## config.mk

```make
export PLATFORM = sky130hd
export DESIGN_NAME = rft_timers
export DESIGN_NICKNAME = d
export VERILOG_FILES = /design/src/rtl/rft_pkg.sv /design/src/rtl/rft_timers.sv
export SDC_FILE = /design/constraint.sdc
export NUM_CORES = 1
export LEC_CHECK = 0
export BUFFER_PORTS_ARGS = -buffer_cell sky130_fd_sc_hd__buf_2
export CELL_PAD_IN_SITES_DETAIL_PLACEMENT = 0
export CELL_PAD_IN_SITES_GLOBAL_PLACEMENT = 2
export CORE_MARGIN = 4
export CORE_UTILIZATION = 37
export DETAILED_ROUTE_END_ITERATION = 8
export PLACE_DENSITY_LB_ADDON = 0.1
export SLEW_MARGIN = 20
export SYNTH_ARGS = -nofsm -noshare
export SYNTH_HDL_FRONTEND = slang
export SYNTH_SLANG_ARGS = --single-unit
```

## constraint.sdc

```tcl
create_clock -name sys_clk -period 4.55 [get_ports sys_clk]
set_clock_uncertainty 0.05 [all_clocks]
set_input_delay 0.2275 -clock sys_clk [delete_from_list [all_inputs] [get_ports sys_clk]]
set_output_delay 0.2275 -clock sys_clk [all_outputs]
set_load 0.01 [all_outputs]
```

## src/rtl/rft_pkg.sv

```systemverilog
// Package of register indices, field positions and carrier types for the reload timers
package rft_pkg;

  // ----------------------------------------------------------------
  // Bus geometry
  // ----------------------------------------------------------------
  localparam int ADDR_W = 18;                   // Byte address width, index times four
  localparam int IDX_W  = 16;                   // Register index width
  localparam int DATA_W = 32;                   // Bus data width
  localparam int CNT_W  = 24;                   // Widest counter handled by helpers

  // ----------------------------------------------------------------
  // Register indices (byte address is index times four)
  // ----------------------------------------------------------------
  localparam logic [IDX_W-1:0] IDX_SB_LO      = 16'h00ac; // Second short timer low byte
  localparam logic [IDX_W-1:0] IDX_SB_HI      = 16'h00ad; // Second short timer high byte
  localparam logic [IDX_W-1:0] IDX_SA_LO      = 16'h00ae; // First short timer low byte
  localparam logic [IDX_W-1:0] IDX_SA_HI      = 16'h00af; // First short timer high byte
  localparam logic [IDX_W-1:0] IDX_SHORT_CTL  = 16'h00cf; // Shared short control/status
  localparam logic [IDX_W-1:0] IDX_LONG_CTL   = 16'ha003; // Long control/status
  localparam logic [IDX_W-1:0] IDX_LONG_LO    = 16'ha004; // Long count bits 7:0
  localparam logic [IDX_W-1:0] IDX_LONG_MID   = 16'ha005; // Long count bits 15:8
  localparam logic [IDX_W-1:0] IDX_LONG_TOP   = 16'ha006; // Long count bits 23:16
  localparam logic [IDX_W-1:0] IDX_EVT_STAT   = 16'h0100; // Sticky event status
  localparam logic [IDX_W-1:0] IDX_EVT_MASK   = 16'h0101; // Event mask

  // ----------------------------------------------------------------
  // Field positions and reset values
  // ----------------------------------------------------------------
  localparam int LC_FLAG   = 7;                 // Long overflow flag
  localparam int LC_SEL_HI = 6;                 // Long clock select, upper bit
  localparam int LC_SEL_LO = 5;                 // Long clock select, lower bit
  localparam int LC_MODE   = 4;                 // Long reload select
  localparam int LC_RUN    = 3;                 // Long run
  localparam int LC_IEN    = 0;                 // Long interrupt enable
  localparam int SC_FLAG   = 3;                 // Flag position within a short nibble
  localparam int SC_MODE   = 2;                 // Reload select within a nibble
  localparam int SC_RUN    = 1;                 // Run within a nibble
  localparam int SC_IEN    = 0;                 // Enable within a nibble
  localparam int EVT_W     = 3;                 // Event bits: A, B, long
  localparam int EVT_SA    = 0;                 // First short timer overflow event
  localparam int EVT_SB    = 1;                 // Second short timer overflow event
  localparam int EVT_LONG  = 2;                 // Long timer overflow event
  localparam logic [7:0]       CTL_RST  = 8'h00;     // Control registers reset value
  localparam logic [7:0]       CNT_RST  = 8'h00;     // Count bytes reset value
  localparam logic [EVT_W-1:0] EVT_RST  = 3'h0;      // Event status and mask reset

  // ----------------------------------------------------------------
  // Carrier types
  // ----------------------------------------------------------------
  typedef struct packed {
    logic flag;                                 // Overflow flag
    logic mode;                                 // 1 auto-reload, 0 free-running
    logic run;                                  // Count enable
    logic ien;                                  // Interrupt enable
  } rft_short_ctl_t;

  typedef struct packed {
    logic       flag;                           // Overflow flag
    logic [1:0] sel;                            // Clock select
    logic       mode;                           // 1 auto-reload, 0 free-running
    logic       run;                            // Count enable
    logic       ien;                            // Interrupt enable
  } rft_long_ctl_t;

endpackage

```

## src/rtl/rft_timers.sv

```systemverilog
// Two short system-clock timers and one long oscillator-driven timer behind APB
//
// Notes on behaviour
// - Two 16-bit up timers on system clock
// - Overflow sets flag; only software clears it
// - Mode bit: 1 auto-reload, 0 free-running
// - Timer counts only while its run bit set
// - Request raised while enable and flag set
// - Flags at bits 7 and 3; reset zero
// - Reload mode writes reload; free mode counter
// - Count reads return live value, no latch
// - 24-bit long timer, free or reload, wakes
// - Select 0x picks fast, 1x slow oscillator
// - Long timer counts only while the system clock runs
// - Long control field layout, unused bits zero
// - Long mode, run and enable bits behave alike
// - Long writes go reload or counter by mode
// - Long count seen as three byte registers
`timescale 1ns/100ps
`default_nettype none

module rft_timers #(
  parameter int SHORT_W = 16,                   // Short timer width
  parameter int LONG_W  = 24                    // Long timer width
) (
  input  wire logic                      sys_clk,    // System clock, 40 MHz
  input  wire logic                      rst,        // Asynchronous reset, active high
  input  wire logic                      psel,       // APB select
  input  wire logic                      penable,    // APB enable
  input  wire logic                      pwrite,     // APB direction
  input  wire logic [rft_pkg::ADDR_W-1:0] paddr,     // APB byte address
  input  wire logic [rft_pkg::DATA_W-1:0] pwdata,    // APB write data
  output logic      [rft_pkg::DATA_W-1:0] prdata,    // APB read data
  output logic                           pready,     // APB ready
  output logic                           pslverr,    // APB error, unmapped address
  input  wire logic                      fastOscIn,  // Fast internal oscillator
  input  wire logic                      slowOscIn,  // Slow internal oscillator
  output logic                           shortAIrq,  // First short timer request
  output logic                           shortBIrq,  // Second short timer request
  output logic                           longIrq,    // Long timer request
  output logic                           irq         // Combined masked event level
);
  import rft_pkg::*;

  // ----------------------------------------------------------------
  // Bus decode
  // ----------------------------------------------------------------
  // Zero wait states: pready is psel&penable.
  // Read data is captured at the setup edge
  // and stands through the access cycle.
  // Writes land at the access edge only.
  // Unmapped or unaligned: error, data zero.
  // Only byte lane 0 carries register data.
  wire logic [IDX_W-1:0] regIdx   = paddr[ADDR_W-1:2];     // Register index
  wire logic             aligned  = (paddr[1:0] == 2'b00); // Word aligned
  wire logic [7:0]       wrByte   = pwdata[7:0];           // Write byte lane
  wire logic             setupRd  = psel & ~penable;       // Setup phase
  wire logic             accWr    = psel & penable & pwrite;  // Write completes
  wire logic             accRd    = psel & penable & ~pwrite; // Read completes
  wire logic hitSaLo  = aligned & (regIdx == IDX_SA_LO);    // Decode hits
  wire logic hitSaHi  = aligned & (regIdx == IDX_SA_HI);
  wire logic hitSbLo  = aligned & (regIdx == IDX_SB_LO);
  wire logic hitSbHi  = aligned & (regIdx == IDX_SB_HI);
  wire logic hitSCtl  = aligned & (regIdx == IDX_SHORT_CTL);
  wire logic hitLCtl  = aligned & (regIdx == IDX_LONG_CTL);
  wire logic hitLLo   = aligned & (regIdx == IDX_LONG_LO);
  wire logic hitLMid  = aligned & (regIdx == IDX_LONG_MID);
  wire logic hitLTop  = aligned & (regIdx == IDX_LONG_TOP);
  wire logic hitStat  = aligned & (regIdx == IDX_EVT_STAT);
  wire logic hitMask  = aligned & (regIdx == IDX_EVT_MASK);
  wire logic mapped   = hitSaLo | hitSaHi | hitSbLo | hitSbHi | hitSCtl | hitLCtl
                      | hitLLo | hitLMid | hitLTop | hitStat | hitMask;

  // ----------------------------------------------------------------
  // Helpers
  // ----------------------------------------------------------------
  // Helpers run at the widest counter width;
  // short timers widen in and narrow out, so
  // all three timers share one arithmetic.
  // Next count: increment, or on wrap reload / zero
  function automatic logic [CNT_W-1:0] rft_advance(
    input logic [CNT_W-1:0] cnt,
    input logic [CNT_W-1:0] rld,
    input logic             wrap,
    input logic             mode
  );
    if (wrap) begin
      return mode ? rld : '0;
    end
    return cnt + CNT_W'(1);
  endfunction

  // Lane 0, 1 or 2 picks bits 7:0, 15:8, 23:16
  // Replace one byte lane of a value
  function automatic logic [CNT_W-1:0] rft_put_byte(
    input logic [CNT_W-1:0] val,
    input logic [1:0]       lane,
    input logic [7:0]       data
  );
    logic [CNT_W-1:0] res;
    res = val;
    res[lane*8 +: 8] = data;
    return res;
  endfunction

  // ----------------------------------------------------------------
  // Short timers (index 0 first timer, 1 second timer)
  // ----------------------------------------------------------------
  // One increment per system clock when run.
  // Free mode: a byte write replaces that
  // counter byte and beats the increment.
  // Reload mode: the write hits the reload
  // value; the live count runs on untouched.
  // The shared control byte holds one nibble
  // per timer; a write updates both nibbles.
  // Flags sit at nibble bit 3, set by wrap.
  rft_short_ctl_t      shortCtl_q [2];          // Control nibbles
  logic [SHORT_W-1:0]  shortCnt_q [2];          // Live counters
  logic [SHORT_W-1:0]  shortRld_q [2];          // Reload values
  logic [1:0]          shortWrap;               // Overflow this cycle
  wire logic [1:0]     shortWrLo = {hitSbLo & accWr, hitSaLo & accWr}; // Low byte write
  wire logic [1:0]     shortWrHi = {hitSbHi & accWr, hitSaHi & accWr}; // High byte write
  wire logic           shortCtlWr = hitSCtl & accWr;                  // Control write

  for (genvar i = 0; i < 2; i++) begin : gShort
    wire logic [3:0]         ctlBits = wrByte[i*4 +: 4];              // Written nibble
    wire logic               tick    = shortCtl_q[i].run;
    wire logic [CNT_W-1:0]   cntWide = CNT_W'(shortCnt_q[i]);
    wire logic [CNT_W-1:0]   rldWide = CNT_W'(shortRld_q[i]);
    wire logic [CNT_W-1:0]   advanced;
    wire logic [CNT_W-1:0]   cntNext;
    wire logic [CNT_W-1:0]   rldNext;
    wire logic               wrAny   = shortWrLo[i] | shortWrHi[i];
    wire logic [1:0]         lane    = shortWrHi[i] ? 2'd1 : 2'd0;
    assign shortWrap[i] = tick & (&shortCnt_q[i]);
    assign advanced = tick ? rft_advance(cntWide, rldWide, shortWrap[i],
                                         shortCtl_q[i].mode) : cntWide;
    // Free mode writes hit the counter, reload mode the reload value
    assign cntNext = (wrAny & ~shortCtl_q[i].mode) ?
                     rft_put_byte(advanced, lane, wrByte) : advanced;
    assign rldNext = (wrAny & shortCtl_q[i].mode) ?
                     rft_put_byte(rldWide, lane, wrByte) : rldWide;

    // Run gates the increment only; free-mode
    // byte writes still reach a stopped count.
    // Counter, reload and control nibble
    always_ff @(posedge sys_clk or posedge rst) begin
      if (rst) begin
        shortCnt_q[i] <= '0;
        shortRld_q[i] <= '0;
        shortCtl_q[i] <= rft_short_ctl_t'(CTL_RST[3:0]);
      end else begin
        shortCnt_q[i] <= cntNext[SHORT_W-1:0];
        shortRld_q[i] <= rldNext[SHORT_W-1:0];
        if (shortCtlWr) begin
          shortCtl_q[i].mode <= ctlBits[SC_MODE];
          shortCtl_q[i].run  <= ctlBits[SC_RUN];
          shortCtl_q[i].ien  <= ctlBits[SC_IEN];
        end
        // Hardware set wins over a software clear in the same cycle
        shortCtl_q[i].flag <= shortWrap[i] |
                              (shortCtlWr ? ctlBits[SC_FLAG] : shortCtl_q[i].flag);
      end
    end
  end

  // ----------------------------------------------------------------
  // Long timer oscillator crossing
  // ----------------------------------------------------------------
  // Oscillator pins are unrelated to sys_clk.
  // Two flops synchronise each pin; a third
  // keeps the last level for edge detection.
  // Sources must stay below half of sys_clk.
  // Reset clears to the idle low level, so no
  // false edge follows reset.
  logic [2:0] fastSync_q;                       // Fast oscillator synchroniser + edge stage
  logic [2:0] slowSync_q;                       // Slow oscillator synchroniser + edge stage

  // Two flops, then a third for edge detection
  always_ff @(posedge sys_clk or posedge rst) begin
    if (rst) begin
      fastSync_q <= 3'b000;
      slowSync_q <= 3'b000;
    end else begin
      fastSync_q <= {fastSync_q[1:0], fastOscIn};
      slowSync_q <= {slowSync_q[1:0], slowOscIn};
    end
  end

  wire logic fastRise = fastSync_q[1] & ~fastSync_q[2];                 // Fast edge pulse
  wire logic slowRise = slowSync_q[1] & ~slowSync_q[2];                 // Slow edge pulse

  // ----------------------------------------------------------------
  // Long timer
  // ----------------------------------------------------------------
  // The long timer counts oscillator ticks in
  // the system clock domain, so low power modes
  // keep it going only while sys_clk runs.
  // Select 00/01 is fast, 10/11 slow.
  // Count bytes follow the short timer rules.
  // Bits 2:1 of the control byte read zero.
  rft_long_ctl_t      longCtl_q;                // Long control
  logic [LONG_W-1:0]  longCnt_q;                // Live counter
  logic [LONG_W-1:0]  longRld_q;                // Reload value
  wire logic oscEdge  = longCtl_q.sel[1] ? slowRise : fastRise;
  wire logic longTick = longCtl_q.run & oscEdge;
  wire logic longWrap = longTick & (&longCnt_q);
  wire logic longCtlWr = hitLCtl & accWr;                               // Control write
  wire logic longWr   = (hitLLo | hitLMid | hitLTop) & accWr;           // Count write
  wire logic [1:0] longLane = hitLTop ? 2'd2 : (hitLMid ? 2'd1 : 2'd0);
  wire logic [CNT_W-1:0] longAdv = longTick ?
      rft_advance(CNT_W'(longCnt_q), CNT_W'(longRld_q), longWrap,
                  longCtl_q.mode) : CNT_W'(longCnt_q);
  wire logic [CNT_W-1:0] longCntNext = (longWr & ~longCtl_q.mode) ?
      rft_put_byte(longAdv, longLane, wrByte) : longAdv;
  wire logic [CNT_W-1:0] longRldNext = (longWr & longCtl_q.mode) ?
      rft_put_byte(CNT_W'(longRld_q), longLane, wrByte) : CNT_W'(longRld_q);

  // A clear written to the flag loses to an
  // overflow in the same cycle.
  // Long counter, reload and control
  always_ff @(posedge sys_clk or posedge rst) begin
    if (rst) begin
      longCnt_q <= '0;
      longRld_q <= '0;
      longCtl_q <= '0;
    end else begin
      longCnt_q <= longCntNext[LONG_W-1:0];
      longRld_q <= longRldNext[LONG_W-1:0];
      if (longCtlWr) begin
        longCtl_q.sel  <= wrByte[LC_SEL_HI:LC_SEL_LO];
        longCtl_q.mode <= wrByte[LC_MODE];
        longCtl_q.run  <= wrByte[LC_RUN];
        longCtl_q.ien  <= wrByte[LC_IEN];
      end
      longCtl_q.flag <= longWrap | (longCtlWr ? wrByte[LC_FLAG] : longCtl_q.flag);
    end
  end

  // ----------------------------------------------------------------
  // Event status, mask and interrupt outputs
  // ----------------------------------------------------------------
  // Overflows set sticky status bits. A read
  // clears only the bits that it returned, so
  // an event after the capture edge stays
  // pending; a new event also beats the clear.
  // Mask has the same layout; irq is masked OR.
  logic [EVT_W-1:0] evtStat_q;                  // Sticky events, cleared by read
  logic [EVT_W-1:0] evtMask_q;                  // Event mask
  logic [DATA_W-1:0] prdata_q;                  // Read data captured at setup
  wire logic [EVT_W-1:0] evtSet = {longWrap, shortWrap[1], shortWrap[0]};
  wire logic statRead = hitStat & accRd;        // Read completes, clear
  wire logic [EVT_W-1:0] statClr = statRead ? prdata_q[EVT_W-1:0] : EVT_RST; // Returned bits

  // Set wins over the read clear
  always_ff @(posedge sys_clk or posedge rst) begin
    if (rst) begin
      evtStat_q <= EVT_RST;
      evtMask_q <= EVT_RST;
    end else begin
      evtStat_q <= evtSet | (evtStat_q & ~statClr);
      if (hitMask & accWr) begin
        evtMask_q <= pwdata[EVT_W-1:0];
      end
    end
  end

  // Per-timer requests ignore the event mask.
  assign shortAIrq = shortCtl_q[0].ien & shortCtl_q[0].flag;
  assign shortBIrq = shortCtl_q[1].ien & shortCtl_q[1].flag;
  assign longIrq   = longCtl_q.ien & longCtl_q.flag;
  assign irq       = |(evtStat_q & evtMask_q);

  // ----------------------------------------------------------------
  // Read mux and APB answer
  // ----------------------------------------------------------------
  // Combinational read mux on the index; the
  // capture flop makes it a registered output.
  // Unused status and mask bits read zero.
  wire logic [7:0] shortCtlByte = {shortCtl_q[1], shortCtl_q[0]};
  wire logic [7:0] longCtlByte  = {longCtl_q.flag, longCtl_q.sel, longCtl_q.mode,
                                   longCtl_q.run, 2'b00, longCtl_q.ien};
  wire logic [CNT_W-1:0] longWide = CNT_W'(longCnt_q);
  wire logic [CNT_W-1:0] saWide   = CNT_W'(shortCnt_q[0]);
  wire logic [CNT_W-1:0] sbWide   = CNT_W'(shortCnt_q[1]);
  // Live values, no snapshot of the other bytes
  wire logic [7:0] rdByte =
      hitSaLo ? saWide[7:0]    : hitSaHi ? saWide[15:8]   :
      hitSbLo ? sbWide[7:0]    : hitSbHi ? sbWide[15:8]   :
      hitLLo  ? longWide[7:0]  : hitLMid ? longWide[15:8] :
      hitLTop ? longWide[23:16] : hitSCtl ? shortCtlByte  :
      hitLCtl ? longCtlByte    : hitStat ? {5'b0, evtStat_q} :
      hitMask ? {5'b0, evtMask_q} : 8'h00;
  logic              pslverr_q;                 // Error captured at setup

  // Error is captured with the data; pslverr
  // is gated low outside the access phase.
  // Capture answer in the setup cycle, present it in the access cycle
  always_ff @(posedge sys_clk or posedge rst) begin
    if (rst) begin
      prdata_q  <= '0;
      pslverr_q <= 1'b0;
    end else if (setupRd) begin
      prdata_q  <= pwrite ? '0 : DATA_W'(rdByte);
      pslverr_q <= ~mapped;
    end
  end

  assign prdata  = prdata_q;
  assign pslverr = pslverr_q & psel & penable;
  assign pready  = psel & penable;
endmodule

`default_nettype wire

```

[Word level (Yosys, flattened, before mapping)]
Cells that the tools add are included.
Word-level totals
  word-level logic and storage cells: 168
  ROM bits: 0
  bits in latches: 0
  memories kept: 0
  input port bits: 57
  output and inout bits: 38
  bits in writable memories: 0
  register bits: 171
Cells by class
  eq/ne operators: 11
  multipliers: 0
  reduce and logical (&&, ||, !) cells: 5
  add/subtract/negate cells: 6
  divide/modulo/power cells: 0
  shift-type cells: 6
  order comparisons: 0
  bitwise operators: 70
  mux-type cells: 45
Operators by type and width (count)
  24-bit two-way mux: 11
  24-bit bitwise mux: 6
  8-bit by 34-bit variable shift with 24-bit output (first input constant): 3
  8-bit by 34-bit indexed part select with 24-bit output: 3
  16-bit by 8-bit == test with 1-bit output (second input constant): 5
  8-bit two-way mux: 10
  4-bit negation with 34-bit output: 2
  16-bit == test (second input constant): 4
  16-bit two-way mux: 4
  1-bit AND: 41
  16-bit by 1-bit adder with 17-bit output (second input constant): 2
  5-bit negation with 34-bit output: 1
  16-bit by 9-bit == test with 1-bit output (second input constant): 2
  16-bit AND reduction: 2
  24-bit by 1-bit adder with 24-bit output (second input constant): 1
  24-bit AND reduction: 1
  1-bit bitwise OR: 17
  1-bit two-way mux: 10
  3-bit two-way mux: 3
  1-bit inverter: 8
  3-bit AND: 2
  3-bit inverter: 1
  3-bit bitwise OR: 1
  3-bit OR reduction: 1
  2 further kinds: 2

[Logic depth before layout (Yosys ltp)]
  depth after elaboration: 14
  mapped depth: 9
  mapped depth without buffers: 7

[Worst setup path after synthesis]
OpenSTA, ideal clock, no wires.
  path type: input port to flip-flop
  from: input paddr[8] (netlist name)
  to: register longCnt_q[15]
  library setup time: 0.127 ns
  arrival time: 2.135 ns
  stages: 7
  data required time: 4.373 ns
  buffers on the path: 1
  setup slack: 2.239 ns
  cell sequence: or4_4 or4_4 buf_6 nor4_4 a211oi_2 a221oi_2 a21oi_1
Between the ends
  word-level cells in the longest chain between the ends: 8
  elaborated cells on any way between the ends: 17
  classes of those cells: 1 x add/sub; 3 x eq/ne; 2 x shift; 4 x mux; 7 x bitwise
Ends and longest elaborated chain
  from (decl): line rft_timers.sv:31  | input wire logic [rft_pkg::ADDR_W-1:0] paddr,
  16-bit == test: line rft_timers.sv:67  | wire logic hitLMid = aligned & (regIdx == IDX_LONG_MID);
  1-bit AND: line rft_timers.sv:67
  1-bit two-way mux: line rft_timers.sv:210  | wire logic [1:0] longLane = hitLTop ? 2'd2 : (hitLMid ? 2'd1 : 2'd0);
  2-bit two-way mux: line rft_timers.sv:210
  5-bit negation with 34-bit output: line rft_timers.sv:102  | res[lane*8 +: 8] = data;
  8-bit by 34-bit indexed part select with 24-bit output / 8-bit by 34-bit variable shift with 24-bit output (equally long branches): line rft_timers.sv:102
  24-bit bitwise mux: line rft_timers.sv:102
  24-bit two-way mux (*): line rft_timers.sv:214  | wire logic [CNT_W-1:0] longCntNext = (longWr & ~longCtl_q.mode) ?
  named net longCntNext[15]: line rft_timers.sv:214
  to (signal assigned): line rft_timers.sv:228  | longCnt_q <= longCntNext[LONG_W-1:0];
  to (decl): line rft_timers.sv:203  | logic [LONG_W-1:0] longCnt_q;
Mark *: on every way through the listed nets, which the timed path passes. The rest lies on a longest branch.
A chain may end at the register's enable or synchronous reset.

[Worst setup path after layout]
  from: register shortCtl_q, in the netlist gShort[1].tick
  to: register shortCnt_q, in the netlist gShort[1].cntWide[10]
Between the ends
  word-level cells in the longest chain between the ends: 6
Ends and longest elaborated chain
  from (decl): line rft_timers.sv:117  | rft_short_ctl_t shortCtl_q [2];
  from (signal, indexed assignment): line rft_timers.sv:151  | shortCtl_q[i] <= rft_short_ctl_t'(CTL_RST[3:0]);
  1-bit AND: line rft_timers.sv:135  | assign shortWrap[i] = tick & (&shortCnt_q[i]);
  1-bit two-way mux: line rft_timers.sv:87  | if (wrap) begin
  24-bit two-way mux: line rft_timers.sv:90  | return cnt + CNT_W'(1);
  24-bit two-way mux (*): line rft_timers.sv:136  | assign advanced = tick ? rft_advance(cntWide, rldWide, shortWrap[i],
  24-bit bitwise mux: line rft_timers.sv:102
  16-bit two-way mux (*): line rft_timers.sv:139  | assign cntNext = (wrAny & ~shortCtl_q[i].mode) ?
  named net gShort[1].cntNext[10]: line rft_timers.sv:131  | wire logic [CNT_W-1:0] cntNext;
  to (signal, indexed assignment): line rft_timers.sv:153  | shortCnt_q[i] <= cntNext[SHORT_W-1:0];
  to (decl): line rft_timers.sv:118  | logic [SHORT_W-1:0] shortCnt_q [2];
Marked as above.

==> impl_metrics.py <==
metrics = {
    "finish": {
        "seqCellArea_um2": 3680,
        "multi_input_area_um2": 4690,
        "final_cell_mix": "147 x dfrtp_1, 86 x nand2_1, 71 x mux2_2, 58 x o21ai_0, 57 x nor2_1",
        "final_common_cell": "dfrtp_1",
        "fin_cells": 1292,
        "fillers": 2364,
        "nets": 1020,
        "syn_to_final_growth_pct": 11.6,
        "layout-drive-gt1-share_pct": 19.7,
        "antenna_cells": 0,
        "design_area_um2": 9770,
        "utilization_pct": 41.9,
    },
    "placed_design": {
        "placed_cell_area_um2": 9140,
        "dpl.cell_count": 1257,
        "io_buffers": 46,
        "place_ws_ns": 1.38,
        "gp_congestion": 0.877,
        "dp_hpwl_um": 21600,
    },
    "power_and_ir_drop": {
        "power_mw": 2.91,
        "ir_worst_vdd_v": 0.000207,
        "pwr-share-clk_pct": 49.8,
        "pwr_density_cell_nw_per_um2": 298,
        "seq_power_share_pct": 45.0,
        "p_int_mw": 2.17,
        "p_comb_share_pct": 5.2,
        "p_leak_nw": 3.99,
        "p_switching_mw": 0.742,
        "p_sw_share_pct": 25.5,
    },
    "cts": {
        "cts_max_path_buffers": 2,
        "numCtsBuffers": 17,
        "cts.sinks": 147,
        "cts_tree": "yes",
        "cts_max_level": 4,
        "clockRootBuffer": "clkbuf_16",
        "cts_resized": 0,
        "cts.reportedPaths.clkPinSlew_ns": 0.06,
        "insertion_delay_ns": 0.43,
    },
    "sta": {
        "slew_violations": 0,
        "slew-limit-headroom_pct": 36.9,
        "clock.fmax_ghz": 0.317,
        "rsz0062_at_grt": "false",
        "whs_ns": 0.212,
        "tightestPinTransition_ns": 0.941,
        "setup_viol": 0,
        "finalHoldViolCount": 0,
        "finalSetupTns_ns": 0,
        "period_needed_ns": 3.16,
        "min_period_over_period_pct": 69.4,
        "layout_setup_ws_ns": 1.39,
    },
    "min_path": {
        "hold_class": "input port to flop",
    },
    "critical_path": {
        "cp_num_buf_inv": 0,
        "max_stage_delay_ns": 0.85,
        "cp-end-kind": "flop",
        "start_kind": "flop",
        "crit_family": "simple AND/OR/NAND/NOR gates",
        "rrSetupSlack_ns": 1.39,
        "crit_path_cell_trace": "nand3_1 > nor3_1 > and4_1 > nand3_1 > a31o_2 > o21ai_0",
        "crit_slowest_cell": "dfrtp_1",
        "crit_fanout": 23,
        "criticalPathCategory": "flop to flop",
        "required_ns": 4.84,
        "cp_data_arrival_time_ns": 3.45,
        "cp_common_cell": "nand3_1",
    },
    "routing": {
        "wirelength_um": 30800,
        "vias_per_cell": 6.04,
        "wl_per_cell_um": 23.9,
        "drcViolationCount": 0,
        "route.vias.total": 7798,
        "first_pass_iters": 5,
        "first_iter_violations": 731,
        "ant_nets": 0,
    },
    "run": {
        "maxCapViolCount": 0,
    },
    "synth": {
        "ys_warn_count": 0,
        "syn_inst": 940,
        "synth-edff-count": 0,
        "synth_top_flop_cell": "dfrtp_1",
        "synthArstFlopShare_pct": 100,
        "seq_area_frac_synth_pct": 42.0,
        "synth_seq_cells": 147,
        "avgSynthCellArea_um2": 9.31,
        "ys_types": 77,
        "syn_area_um2": 8750,
    },
    "die": {
        "start_util_pct": 37.5,
        "ioPinCount": 95,
        "die_y_um": 162,
        "die_x_um": 162,
        "rows": 56,
        "core-area_um2": 23300,
        "die_area_um2": 26200,
    },
    "grt": {
        "grt_max_degree": 52,
        "grt_pass1_wl_um": 47600,
        "grt_pass1_vias": 7594,
        "grtUsageTotal_pct": 23.6,
        "grt_antenna_before_repair": 0,
        "gr-total-overflow": 0,
    },
    "status": {
        "run_status": "completed",
    },
}
==> metal layers <==
layer  track usage (%)  up-vias  part of all wire, %
met3              4.90       42                  6.6
met2              35.4      289                   44
met1              34.4     3956                   46
li1                  -     3511                    -
met4              7.30        0                  2.4
met5                 0        -                    0
==> logic make-up (layout without fill, tap and decap cells) <==
family	after synthesis	count (layout)	share of synthesized area [%]
AOI/OAI and AO/OA	226	226	16.9
xor gates and xnor gates	18	18	1.80
adders and majority gates	3	3	0.429
buffers and inverters	98	108	5.43
DFF	147	147	42.0
muxes	81	81	10.3
other	1	24	0.0429
and+or+nand+nor	366	366	23.1
==> registers in the layout (all words and copies together) (netlist names) <==
name and count:
shortCtlByte 6, evtMask_q 3, longCtlByte 6, longCnt_q 24, evtStat_q 3, gShort.rldWide 32
prdata 8, longRld_q 24, gShort.tick 2, pslverr_q 1, gShort.cntWide 32, slowSync_q 3
fastSync_q 3
==> worst min-delay path: cells and delay by family <==
kind	cells	cell delay (ns)
and+or+nand+nor	1	0.10
AOI/OAI and AO/OA	1	0.07
buffers and inverters	1	0.24
==> Yosys cell counts (all sizes together), types with 6 or more instances <==
cell	n	share of area [%]
mux2	71	9.1
a22o	6	0.60
and4	8	0.80
a31oi	33	2.4
o21ai	61	3.5
or4	8	0.77
nand2b	9	0.64
xor2	9	0.90
nor3	40	2.8
inv	18	0.77
and2	11	0.79
xnor2	9	0.90
a211oi	7	0.66
dfrtp	147	42
nor2	60	2.7
nand2	86	3.7
or2	6	0.43
o211ai	7	0.60
mux2i	10	1.1
a21o	12	1.0
buf	34	2.7
nand3	47	2.7
and3	17	1.2
nor4	25	2.6
a21oi	42	2.4
clkbuf	46	2.0
a311oi	6	0.60
nand4	23	1.6
==> final cells by class <==
class                   instances  share of cell area (%)
multi-input cells             718                    48.1
clock buffers                  19                    4.54
clock inverters                13                    1.55
inverters                      18                   0.743
flip-flops and latches        147                    37.7
repair buffers                 58                    3.36
well taps                     319                    4.09
==> what timing repair did <==
action | in CTS | in global routing
hold buffers | 3 | 0
buffers inserted | 0 | 0
hold endpoints to repair | 51 | 0
==> final timing paths <==
| check | startpoint | endpoint | cells after the start |
|---|---|---|---|
| worst max-delay path | gShort[1].tick | gShort[1].cntWide[10] | 6 |
| worst min-delay path | pwdata[6] | gShort[0].cntWide[6] | 3 |
| worst max register to register | gShort[1].tick | gShort[1].cntWide[10] | 6 |
| worst min register to register | slowSync_q[0] | slowSync_q[1] | 0 |
| max in group asynchronous | rst | evtMask_q[2] | 4 |
| min in group asynchronous | rst | slowSync_q[0] | 3 |
==> power by group through the flow <==
stage / Combinational [mW] / Sequential (mW) / Clock, mW
CTS: 0.151 / 1.31 / 1.48
global route: 0.165 / 1.31 / 1.53
global placement: 0.148 / 1.34 / 0
floorplan: 0.0903 / 1.34 / 0
finish: 0.151 / 1.31 / 1.45
detailed placement: 0.149 / 1.34 / 0
Note: power is estimated with default switching activity, not from simulation.
